<file path="src/hdl/scs_pkg.sv">
// Operation
// RQ1: enable strap up to 180k enables autosleep
// RQ2: enable strap sets entry duty, lowers current
// RQ3: threshold strap sets exit duty, source off
// RQ4: 100k enable: entry 40, exit 80/75/65/60
// RQ5: 180k enable: entry 25, exit 75/70/60/55
// RQ6: open enable strap latches autosleep disabled
// RQ7: sleep disabled: low duty never enters sleep
// RQ8: sleep disabled: halt or off command sleeps
// RQ9: resume only when duty exceeds exit threshold
// RQ10: disabled burst exit 80/75/65/0 percent
// RQ11: entry condition must hold 512 cycles
// RQ12: burst when both senses armed 20 us
// RQ13: wait 24 clock cycles before driving again
// RQ14: enable rising edge repeats strap phase
// RQ15: strap codes latched until next strap phase
// RQ16: undefined enable code maps to nearest defined
package scs_pkg;
    // enable strap level codes from the measuring stage
    localparam logic [1:0] EN_CODE_100K = 2'h0;
    localparam logic [1:0] EN_CODE_180K = 2'h1;
    localparam logic [1:0] EN_CODE_OPEN = 2'h2;
    // threshold strap codes: zero ohm, 100k, 180k, open
    localparam logic [1:0] TH_CODE_ZERO = 2'h0;
    localparam logic [1:0] TH_CODE_OPEN = 2'h3;
    // duties in percent
    localparam logic [6:0] ENTRY_DUTY_100K = 7'h28; // 40
    localparam logic [6:0] ENTRY_DUTY_180K = 7'h19; // 25
    localparam logic [6:0] EXIT_100K_0 = 7'h50; // 80
    localparam logic [6:0] EXIT_100K_1 = 7'h4B; // 75
    localparam logic [6:0] EXIT_100K_2 = 7'h41; // 65
    localparam logic [6:0] EXIT_100K_3 = 7'h3C; // 60
    localparam logic [6:0] EXIT_180K_0 = 7'h4B; // 75
    localparam logic [6:0] EXIT_180K_1 = 7'h46; // 70
    localparam logic [6:0] EXIT_180K_2 = 7'h3C; // 60
    localparam logic [6:0] EXIT_180K_3 = 7'h37; // 55
    localparam logic [6:0] BURST_EXIT_0 = 7'h50; // 80
    localparam logic [6:0] BURST_EXIT_1 = 7'h4B; // 75
    localparam logic [6:0] BURST_EXIT_2 = 7'h41; // 65
    localparam logic [6:0] BURST_EXIT_3 = 7'h00; // 0
    // timing
    localparam int CLK_MHZ = 250;
    localparam int BURST_TIME_US = 20;
    localparam int BURST_CYCLES = BURST_TIME_US * CLK_MHZ;
    localparam int SLEEP_CONFIRM_CYCLES = 512;
    localparam int RESUME_CYCLES = 24;
    // register map (byte addresses)
    localparam logic [3:0] ADDR_CTRL = 4'h0;
    localparam logic [3:0] ADDR_STATUS = 4'h4;
    localparam logic [3:0] ADDR_IRQ_STAT = 4'h8;
    localparam logic [3:0] ADDR_IRQ_MASK = 4'hC;
    localparam logic [2:0] IRQ_MASK_RESET = 3'h0;
    // operating states
    typedef enum logic [3:0] {
        ST_STRAP = 4'b0001,
        ST_RUN = 4'b0010,
        ST_LOWPOW = 4'b0100,
        ST_RESUME = 4'b1000
    } scs_state_type;
endpackage : scs_pkg

</file>
<file path="src/hdl/scs_top.sv">
`timescale 1ns/1ns
module scs_top #(
    parameter int BURST_CYCLES_P = scs_pkg::BURST_CYCLES
) (
    input wire logic clock_i,
    input wire logic rst_i,
    input wire logic ce_i,
    input wire logic enable_pin_i, // enable pin above on-threshold (async)
    input wire logic [1:0] enable_strap_code_i, // async level code
    input wire logic [1:0] threshold_strap_code_i, // async level code
    input wire logic drain_sense_one_i, // above arming_level (async)
    input wire logic drain_sense_two_i, // above arming_level (async)
    input wire logic [6:0] duty_i, // measured conduction duty percent, same domain
    input wire logic duty_valid_i, // one pulse per switching cycle
    input wire logic wb_cyc_i,
    input wire logic wb_stb_i,
    input wire logic wb_we_i,
    input wire logic [3:0] wb_adr_i,
    input wire logic [3:0] wb_sel_i,
    input wire logic [31:0] wb_dat_i,
    output logic [31:0] wb_dat_o,
    output logic wb_ack_o,
    output logic gate_enable_o, // rectifier drive allowed
    output logic low_power_o,
    output logic enable_current_low_o, // enable pin source at running value
    output logic threshold_strap_current_o, // threshold strap source on
    output logic irq_o
);
    // whole state in one struct
    typedef struct packed {
        logic [1:0] en_s1, en_s2, en_prev;
        logic [1:0] ens_s1, ens_s2;
        logic [1:0] ths_s1, ths_s2;
        logic [1:0] ds_s1, ds_s2;
        scs_pkg::scs_state_type st;
        logic sleep_en;
        logic [6:0] entry_duty;
        logic [6:0] exit_duty;
        logic [12:0] burst_cnt;
        logic [9:0] conf_cnt;
        logic [4:0] res_cnt;
        logic [2:0] irq_stat;
        logic [2:0] irq_mask;
        logic [31:0] rdata;
        logic ack;
        logic gate;
        logic lowp;
        logic en_cur_low;
        logic th_cur;
        logic irq;
    } scs_regs_type;

    scs_regs_type r_q, r_d;

    // synchronised views; only second stage and en_prev are read by logic
    logic en_now;
    logic armed;
    logic en_rise;
    logic wb_hit;
    logic [2:0] ev;
    logic [6:0] exit_sel;
    logic [6:0] entry_sel;
    logic [1:0] en_code;
    assign en_now = r_q.en_s2[0];
    assign armed = &r_q.ds_s2;
    assign en_rise = r_q.en_s2[0] & ~r_q.en_prev[0];
    assign wb_hit = wb_cyc_i & wb_stb_i & ~r_q.ack;

    // strap decode; undefined enable code 3 treated as open (nearest) [RQ16]
    always_comb
    begin
        // only the synchronised code is read; the raw pin may be mid-change
        en_code = r_q.ens_s2;
        if (r_q.ens_s2 == 2'h3)
        begin
            en_code = scs_pkg::EN_CODE_OPEN;
        end
        entry_sel = (en_code == scs_pkg::EN_CODE_180K) ? scs_pkg::ENTRY_DUTY_180K
                                                       : scs_pkg::ENTRY_DUTY_100K; // [RQ2]
        exit_sel = scs_pkg::BURST_EXIT_0;
        unique case ({en_code == scs_pkg::EN_CODE_OPEN, en_code == scs_pkg::EN_CODE_180K, r_q.ths_s2})
            4'h0: exit_sel = scs_pkg::EXIT_100K_0; // [RQ4]
            4'h1: exit_sel = scs_pkg::EXIT_100K_1;
            4'h2: exit_sel = scs_pkg::EXIT_100K_2;
            4'h3: exit_sel = scs_pkg::EXIT_100K_3;
            4'h4: exit_sel = scs_pkg::EXIT_180K_0; // [RQ5]
            4'h5: exit_sel = scs_pkg::EXIT_180K_1;
            4'h6: exit_sel = scs_pkg::EXIT_180K_2;
            4'h7: exit_sel = scs_pkg::EXIT_180K_3;
            4'h8: exit_sel = scs_pkg::BURST_EXIT_0; // [RQ10]
            4'h9: exit_sel = scs_pkg::BURST_EXIT_1;
            4'hA: exit_sel = scs_pkg::BURST_EXIT_2;
            4'hB: exit_sel = scs_pkg::BURST_EXIT_3;
            default: exit_sel = scs_pkg::BURST_EXIT_0;
        endcase
    end

    // next-state logic
    always_comb
    begin
        r_d = r_q;
        ev = 3'h0;
        // two-flop synchronisers for pin levels
        r_d.en_s1 = {1'b0, enable_pin_i};
        r_d.en_s2 = r_q.en_s1;
        r_d.en_prev = r_q.en_s2;
        r_d.ens_s1 = enable_strap_code_i;
        r_d.ens_s2 = r_q.ens_s1;
        r_d.ths_s1 = threshold_strap_code_i;
        r_d.ths_s2 = r_q.ths_s1;
        r_d.ds_s1 = {drain_sense_two_i, drain_sense_one_i};
        r_d.ds_s2 = r_q.ds_s1;
        // burst detector: both senses armed long enough [RQ12]
        if (!armed)
        begin
            r_d.burst_cnt = 13'h0;
        end
        else if (r_q.burst_cnt < 13'(BURST_CYCLES_P))
        begin
            r_d.burst_cnt = r_q.burst_cnt + 13'h1;
        end
        unique case (r_q.st)
            scs_pkg::ST_STRAP:
            begin
                // latch configuration once enable is high [RQ15]
                if (en_now)
                begin
                    r_d.sleep_en = (en_code != scs_pkg::EN_CODE_OPEN); // [RQ1] [RQ6]
                    r_d.entry_duty = entry_sel; // [RQ2]
                    r_d.exit_duty = exit_sel; // [RQ3]
                    r_d.en_cur_low = 1'b1; // [RQ2]
                    r_d.th_cur = 1'b0; // [RQ3]
                    r_d.conf_cnt = 10'h0;
                    r_d.st = scs_pkg::ST_RUN;
                end
            end
            scs_pkg::ST_RUN:
            begin
                // count consecutive low-duty cycles only when sleep allowed [RQ7]
                if (duty_valid_i)
                begin
                    if (r_q.sleep_en && duty_i < r_q.entry_duty)
                    begin
                        r_d.conf_cnt = r_q.conf_cnt + 10'h1;
                    end
                    else
                    begin
                        r_d.conf_cnt = 10'h0;
                    end
                end
                if (!en_now || r_q.burst_cnt >= 13'(BURST_CYCLES_P)) // [RQ8]
                begin
                    r_d.st = scs_pkg::ST_LOWPOW;
                    ev[0] = 1'b1;
                end
                else if (r_q.conf_cnt >= 10'(scs_pkg::SLEEP_CONFIRM_CYCLES)) // [RQ11]
                begin
                    r_d.st = scs_pkg::ST_LOWPOW;
                    ev[0] = 1'b1;
                end
            end
            scs_pkg::ST_LOWPOW:
            begin
                r_d.conf_cnt = 10'h0;
                if (en_now && !armed && duty_valid_i && duty_i > r_q.exit_duty) // [RQ9]
                begin
                    r_d.res_cnt = 5'h0;
                    r_d.st = scs_pkg::ST_RESUME;
                end
            end
            scs_pkg::ST_RESUME:
            begin
                if (!en_now || r_q.burst_cnt >= 13'(BURST_CYCLES_P))
                begin
                    r_d.st = scs_pkg::ST_LOWPOW;
                end
                else if (r_q.res_cnt == 5'(scs_pkg::RESUME_CYCLES - 1)) // [RQ13]
                begin
                    r_d.st = scs_pkg::ST_RUN;
                    ev[1] = 1'b1;
                end
                else
                begin
                    r_d.res_cnt = r_q.res_cnt + 5'h1;
                end
            end
            default: r_d.st = scs_pkg::ST_STRAP;
        endcase
        // enable rising edge restarts strap phase [RQ14]
        if (en_rise && r_q.st != scs_pkg::ST_STRAP)
        begin
            r_d.st = scs_pkg::ST_STRAP;
            r_d.en_cur_low = 1'b0;
            r_d.th_cur = 1'b1;
        end
        if (en_rise)
        begin
            ev[2] = 1'b1;
        end
        r_d.gate = (r_d.st == scs_pkg::ST_RUN);
        r_d.lowp = (r_d.st == scs_pkg::ST_LOWPOW) || (r_d.st == scs_pkg::ST_RESUME);
        // wishbone slave: one wait, ack for one cycle
        r_d.ack = wb_hit;
        r_d.rdata = 32'h0;
        if (wb_hit && !wb_we_i)
        begin
            unique case (wb_adr_i)
                scs_pkg::ADDR_CTRL: r_d.rdata = {25'h0, r_q.exit_duty};
                scs_pkg::ADDR_STATUS: r_d.rdata = {8'h0, 1'b0, r_q.entry_duty, 11'h0, r_q.sleep_en, r_q.st};
                scs_pkg::ADDR_IRQ_STAT: r_d.rdata = {29'h0, r_q.irq_stat};
                scs_pkg::ADDR_IRQ_MASK: r_d.rdata = {29'h0, r_q.irq_mask};
                default: r_d.rdata = 32'h0;
            endcase
        end
        if (wb_hit && wb_we_i && wb_adr_i == scs_pkg::ADDR_IRQ_MASK && wb_sel_i[0])
        begin
            r_d.irq_mask = wb_dat_i[2:0];
        end
        // read clears status; new events win over the clear
        if (wb_hit && !wb_we_i && wb_adr_i == scs_pkg::ADDR_IRQ_STAT)
        begin
            r_d.irq_stat = ev;
        end
        else
        begin
            r_d.irq_stat = r_q.irq_stat | ev;
        end
        r_d.irq = |(r_d.irq_stat & r_d.irq_mask);
    end

    // state register with synchronous reset and clock enable
    always_ff @(posedge clock_i)
    begin
        if (rst_i)
        begin
            r_q <= '0;
            r_q.st <= scs_pkg::ST_STRAP;
            r_q.th_cur <= 1'b1;
            r_q.irq_mask <= scs_pkg::IRQ_MASK_RESET;
        end
        else if (ce_i)
        begin
            r_q <= r_d;
        end
    end

    assign wb_dat_o = r_q.rdata;
    assign wb_ack_o = r_q.ack;
    assign gate_enable_o = r_q.gate;
    assign low_power_o = r_q.lowp;
    assign enable_current_low_o = r_q.en_cur_low;
    assign threshold_strap_current_o = r_q.th_cur;
    assign irq_o = r_q.irq;
endmodule : scs_top

</file>
<file path="config.mk">
export PLATFORM = sky130hd
export DESIGN_NAME = scs_top
export DESIGN_NICKNAME = d
export VERILOG_FILES = /design/src/hdl/scs_pkg.sv /design/src/hdl/scs_top.sv
export SDC_FILE = /design/constraint.sdc
export NUM_CORES = 1
export LEC_CHECK = 0
export ABC_CLOCK_PERIOD_IN_PS = 1800
export BUFFER_PORTS_ARGS = -buffer_cell sky130_fd_sc_hd__buf_2
export CORE_UTILIZATION = 38
export CTS_CLUSTER_DIAMETER = 100
export DETAILED_ROUTE_END_ITERATION = 8
export GPL_ROUTABILITY_DRIVEN = 0
export PLACE_DENSITY_LB_ADDON = 0.12
export SLEW_MARGIN = 20
export SYNTH_ARGS = -nofsm -noshare
export SYNTH_HDL_FRONTEND = slang
export SYNTH_SLANG_ARGS = --single-unit
</file>
<file path="constraint.sdc">
create_clock -name clock_i -period 1.8 [get_ports clock_i]
set_clock_uncertainty 0.2 [all_clocks]
set_input_delay 0.36 -clock clock_i [delete_from_list [all_inputs] [get_ports clock_i]]
set_output_delay 0.36 -clock clock_i [all_outputs]
set_load 0.1 [all_outputs]
</file>
==> flow_summary.html <==
<table>
<tr><th>Metric</th><th>Value</th></tr>
<tr><th colspan="2">Placement</th></tr>
<tr><td>Port-buffer cells</td><td>45</td></tr>
<tr><td>Placed cells</td><td>around 750</td></tr>
<tr><td>Setup WS pre-CTS</td><td>-0.402 ns</td></tr>
<tr><td>Placed wire-length estimate after detailed placement</td><td>approximately 8.3 mm</td></tr>
<tr><th colspan="2">Detailed routing</th></tr>
<tr><td>Routed wire length</td><td>roughly 12 mm</td></tr>
<tr><td>Number of search-and-repair iterations in the first detailed-routing pass</td><td>4</td></tr>
<tr><td>Post-route ant nets</td><td>0</td></tr>
<tr><td>Total via count in the routed design</td><td>roughly 4,100</td></tr>
<tr><td>Wire length per cell</td><td>15.1 µm</td></tr>
<tr><td>Count of routing violations after the opening detailed-route iteration</td><td>about 170</td></tr>
<tr><td>Post-detailed-route via-to-cell ratio</td><td>approximately 5</td></tr>
<tr><td>DRC viols</td><td>0</td></tr>
<tr><th colspan="2">Critical path</th></tr>
<tr><td>Worst Setup Path Type</td><td>register to register</td></tr>
<tr><td>Maximum cell stage delay along the critical path</td><td>between 0.3 and 0.4 ns</td></tr>
<tr><td>Cell class contributing the biggest share of worst-path delay</td><td>compound AO/OA/AOI/OAI gates</td></tr>
<tr><td>Maximum net fanout on the critical path</td><td>6</td></tr>
<tr><td>Nature of the critical path startpoint</td><td>register</td></tr>
<tr><td>Sum of buffers and inverters on the critical path</td><td>1</td></tr>
<tr><td>Reg-to-reg startpoint</td><td>r_q[78]$_SDFFE_PP0P_</td></tr>
<tr><td>Crit path capture type</td><td>register</td></tr>
<tr><td>Arrival time reported for the critical path endpoint</td><td>2.02 ns</td></tr>
<tr><td>CP Cell Sequence</td><td>inv_2 -&gt; ha_4 -&gt; nand4_1 -&gt; o2111a_1 -&gt; o311a_4 -&gt; a21o_1 -&gt; a311oi_1</td></tr>
<tr><td>R2r worst-path depth</td><td>7</td></tr>
<tr><td>Launch point of the critical path</td><td>r_q[78]$_SDFFE_PP0P_</td></tr>
<tr><td>Depth of the critical timing path with buffers and inverters included</td><td>7</td></tr>
<tr><td>Critical Path RT</td><td>~1.9 ns</td></tr>
<tr><td>Slowest stage cell on the critical path</td><td>sky130_fd_sc_hd__dfxtp_2</td></tr>
<tr><th colspan="2">Yosys</th></tr>
<tr><td>Register area share after synthesis</td><td>0.356</td></tr>
<tr><td>Synth Area in Adders</td><td>0.0556</td></tr>
<tr><td>Ys Warns</td><td>0</td></tr>
<tr><td>Number of enable flip-flop cells after synthesis</td><td>0</td></tr>
<tr><td>Multiplexer share of the synthesized area</td><td>0.0684</td></tr>
<tr><td>Fraction of registers with async set or reset after synthesis</td><td>0</td></tr>
<tr><td>Cells after synthesis</td><td>512</td></tr>
<tr><td>Area share of the largest cell type after synthesis</td><td>0.356</td></tr>
<tr><td>Simple-gate area share of the yosys netlist</td><td>0.198</td></tr>
<tr><td>Synth Flop Type</td><td>sky130_fd_sc_hd__dfxtp_1</td></tr>
<tr><td>Xor/xnor cell area share of the yosys netlist</td><td>0.0408</td></tr>
<tr><td>Cell type contributing the most total cell area after synthesis</td><td>sky130_fd_sc_hd__dfxtp_1</td></tr>
<tr><td>Syn avg cell area</td><td>between 8 and 9 µm²</td></tr>
<tr><td>Biggest area contributors in the synthesized netlist</td><td>sky130_fd_sc_hd__dfxtp_1, sky130_fd_sc_hd__nor2_1, sky130_fd_sc_hd__buf_4, sky130_fd_sc_hd__ha_1, sky130_fd_sc_hd__mux2i_1</td></tr>
<tr><td>Netlist area before placement</td><td>4500 µm²</td></tr>
<tr><td>Leading post-synthesis cells by instance count</td><td>sky130_fd_sc_hd__dfxtp_1, sky130_fd_sc_hd__nor2_1, sky130_fd_sc_hd__buf_4</td></tr>
<tr><td>Dominant combinational cell family by area after synthesis</td><td>simple AND/OR/NAND/NOR gates</td></tr>
<tr><td>Number of register bits inferred by synthesis</td><td>80</td></tr>
<tr><td>Area fraction in compound gates after synthesis</td><td>0.181</td></tr>
<tr><td>Most frequent cell after synthesis</td><td>sky130_fd_sc_hd__dfxtp_1</td></tr>
<tr><td>Count of distinct cell types in the synthesized netlist</td><td>70</td></tr>
<tr><th colspan="2">Clock network</th></tr>
<tr><td>Clock tree from TritonCTS</td><td>yes</td></tr>
<tr><td>Clock-pin slew on the worst setup and hold paths</td><td>~0.060 ns</td></tr>
<tr><td>Clk sink count</td><td>80</td></tr>
<tr><td>Root Buffer Master</td><td>sky130_fd_sc_hd__clkbuf_16</td></tr>
<tr><td>Buffer levels on the longest clock path</td><td>2</td></tr>
<tr><td>H-tree Lvls</td><td>3</td></tr>
<tr><td>Clock Latency Late Sink</td><td>between 0.3 and 0.4 ns</td></tr>
<tr><td>Number of buffers inserted during clock tree synthesis</td><td>9</td></tr>
<tr><th colspan="2">Die</th></tr>
<tr><td>Top Ports</td><td>between 90 and 100</td></tr>
<tr><td>Chip height</td><td>between 100 and 150 µm</td></tr>
<tr><td>Horiz. Die Dim</td><td>roughly 110 µm</td></tr>
<tr><td>Area of the die</td><td>~12,000 µm²</td></tr>
<tr><td>Placeable core region</td><td>around 11,000 µm²</td></tr>
<tr><td>Rows</td><td>39</td></tr>
<tr><td>Starting density of the core</td><td>0.393</td></tr>
<tr><th colspan="2">STA</th></tr>
<tr><td>Final number of max-transition violations</td><td>0</td></tr>
<tr><td>Worst Setup Slack, final</td><td>-0.168 ns</td></tr>
<tr><td>Number of failing setup endpoints in the final timing report</td><td>27</td></tr>
<tr><td>Final hold violations</td><td>0</td></tr>
<tr><td>Post-route fraction of the period consumed by the critical path</td><td>1.09</td></tr>
<tr><td>RSZ-0062 raised after global routing</td><td>true</td></tr>
<tr><td>Worst Hold Slack</td><td>between 0.05 and 0.06 ns</td></tr>
<tr><td>Shortest clock period the worst path allows after layout</td><td>between 1.5 and 2 ns</td></tr>
<tr><td>Top achievable clock speed</td><td>approximately 510 MHz</td></tr>
<tr><th colspan="2">Pwr</th></tr>
<tr><td>Peak supply drop</td><td>467 µV</td></tr>
<tr><td>Pwr dens</td><td>635 nW/µm²</td></tr>
<tr><td>Overall Power</td><td>between 4 and 5 mW</td></tr>
<tr><td>Leak Pwr</td><td>~2.5 nW</td></tr>
<tr><th colspan="2">Finish</th></tr>
<tr><td>Number of non-filler instances in the completed layout</td><td>793</td></tr>
<tr><td>Final design utilization</td><td>0.571</td></tr>
<tr><td>Combined flip-flop and latch cell area</td><td>approximately 1600 µm²</td></tr>
<tr><td>Multi-input logic area</td><td>between 3000 and 4000 µm²</td></tr>
<tr><td>Fillers</td><td>between 1,000 and 1,500</td></tr>
<tr><td>Final antenna diode count</td><td>0</td></tr>
<tr><td>Proportion of layout cells with a drive suffix above 1</td><td>0.458</td></tr>
<tr><td>Layout Nets</td><td>just over 700</td></tr>
<tr><td>Area growth from synthesis to layout</td><td>45.3%</td></tr>
<tr><th colspan="2">Status</th></tr>
<tr><td>Violated checks</td><td>negative setup slack</td></tr>
<tr><td>Run status</td><td>finished, violations left</td></tr>
<tr><th colspan="2">GRT</th></tr>
<tr><td>Number of antenna violations at the first check in global routing</td><td>0</td></tr>
<tr><td>Overflow after GRT</td><td>0</td></tr>
<tr><td>Vias in the first global route</td><td>4,005</td></tr>
<tr><td>GRT Overall Usage</td><td>0.199</td></tr>
<tr><td>Largest net degree at the start of global routing</td><td>between 50 and 60</td></tr>
<tr><td>Global-route wire length before repair</td><td>19.6 mm</td></tr>
<tr><th colspan="2">Run</th></tr>
<tr><td>Max-cap check violation count</td><td>0</td></tr>
<tr><th colspan="2">Worst hold path</th></tr>
<tr><td>Type of the most critical hold path</td><td>input pin to register</td></tr>
<tr><td>Hold_sp</td><td>threshold_strap_code_i[0]</td></tr>
<tr><td>Hold Path Stages</td><td>3</td></tr>
</table>
==> worst paths after layout <==
kind                                                   end  slack (ns)
worst max-delay path                  r_q[46]$_SDFFE_PP0P_       -0.17
worst min-delay path                  r_d[95]$_SDFFE_PP0P_        0.05
worst min register to register  gate_enable_o$_SDFFE_PP0P_        0.26
worst max register to register        r_q[46]$_SDFFE_PP0P_       -0.17
==> per-stage QoR <==
step / setup TNS, ns / cell area [µm²]
4_1_cts: -2.08 / 6210
3_3_place_gp: -7.21 / 5490
3_5_place_dp: -7.72 / 5490
5_1_grt: -5.48 / 6540
2_1_floorplan: -0.543 / 4770
6_report: -2.22 / 6540
==> tightest hold or removal path: cells and delay by family <==
kind | cells | cell delay (ns)
mux | 1 | 0.05
buf+inv | 1 | 0.07
simple gates | 1 | 0.07
==> cells in the final DEF, fill, tap and decap left out, drive strengths merged, types with 3 or more instances in the layout <==
cell type  instances
a2111oi            6
a211oi            19
a21o               5
a21oi             33
a22oi              5
and3               3
and4               3
buf              156
clkbuf            10
clkinv             3
conb              21
dfxtp             80
ha                20
inv               29
mux2i             24
mux4               3
nand2             31
nand2b             4
nand3             15
nand4              6
nand4b             4
nor2              72
nor2b              4
nor3               6
nor4b              5
o21ai             12
o41ai              3
or3                3
xnor2             20
==> power breakdown <==
group,leakage (nW),internal [mW],switching [mW]
Combinational,1.75,0.179,0.421
Clock,0.135,0.974,0.767
Sequential,0.655,1.79,0.0202
Total,2.54,2.94,1.21
==> routing by layer <==
metal | wire length (µm) | share of wire | vias up | global-route usage
li1 | - | - | 2037 | -
met1 | 5710 | 0.48 | 1953 | 0.263
met2 | 5750 | 0.48 | 70 | 0.328
met3 | 306 | 0.026 | 13 | 0.0279
met4 | 174 | 0.015 | 0 | 0.0720
met5 | 0 | 0 | - | 0
==> cell type report <==
type | instances | area share
clock buffers | 10 | 0.0365
clock inverters | 6 | 0.00650
inverters | 28 | 0.0161
multi-input cells | 370 | 0.489
flip-flops and latches | 80 | 0.249
well taps | 143 | 0.0273
repair buffers | 156 | 0.175
==> sequential cells by signal, indices dropped and copies added, names as in the netlist <==
signal	flops
r_d	7
r_q	56
gate_enable_o	1
enable_current_low_o	1
irq_o	1
low_power_o	1
en_now	1
wb_ack_o	1
wb_dat_o	10
threshold_strap_current_o	1
==> kinds of logic (layout without fill, tap and decap cells) <==
logic type | after synthesis | in the layout
flip-flops | 80 | 80
XOR/XNOR | 21 | 21
AO/OA/AOI/OAI | 110 | 111
adder cells (fa/ha/maj) | 20 | 20
multiplexers | 27 | 27
AND/OR/NAND/NOR | 170 | 170
buffers and inverters | 83 | 200
other | 1 | 21
==> timing repair <==
action | in CTS | in global routing
cloned | 1 | 0
endpoints found under the hold margin | 0 | 0
hold buffers | 0 | 0
endpoints found under the setup margin | 45 | 40
gates resized for setup | 76 | 63
pin swaps | 25 | 42
setup buffers | 14 | 12
Power figures use the tool's default switching activity.
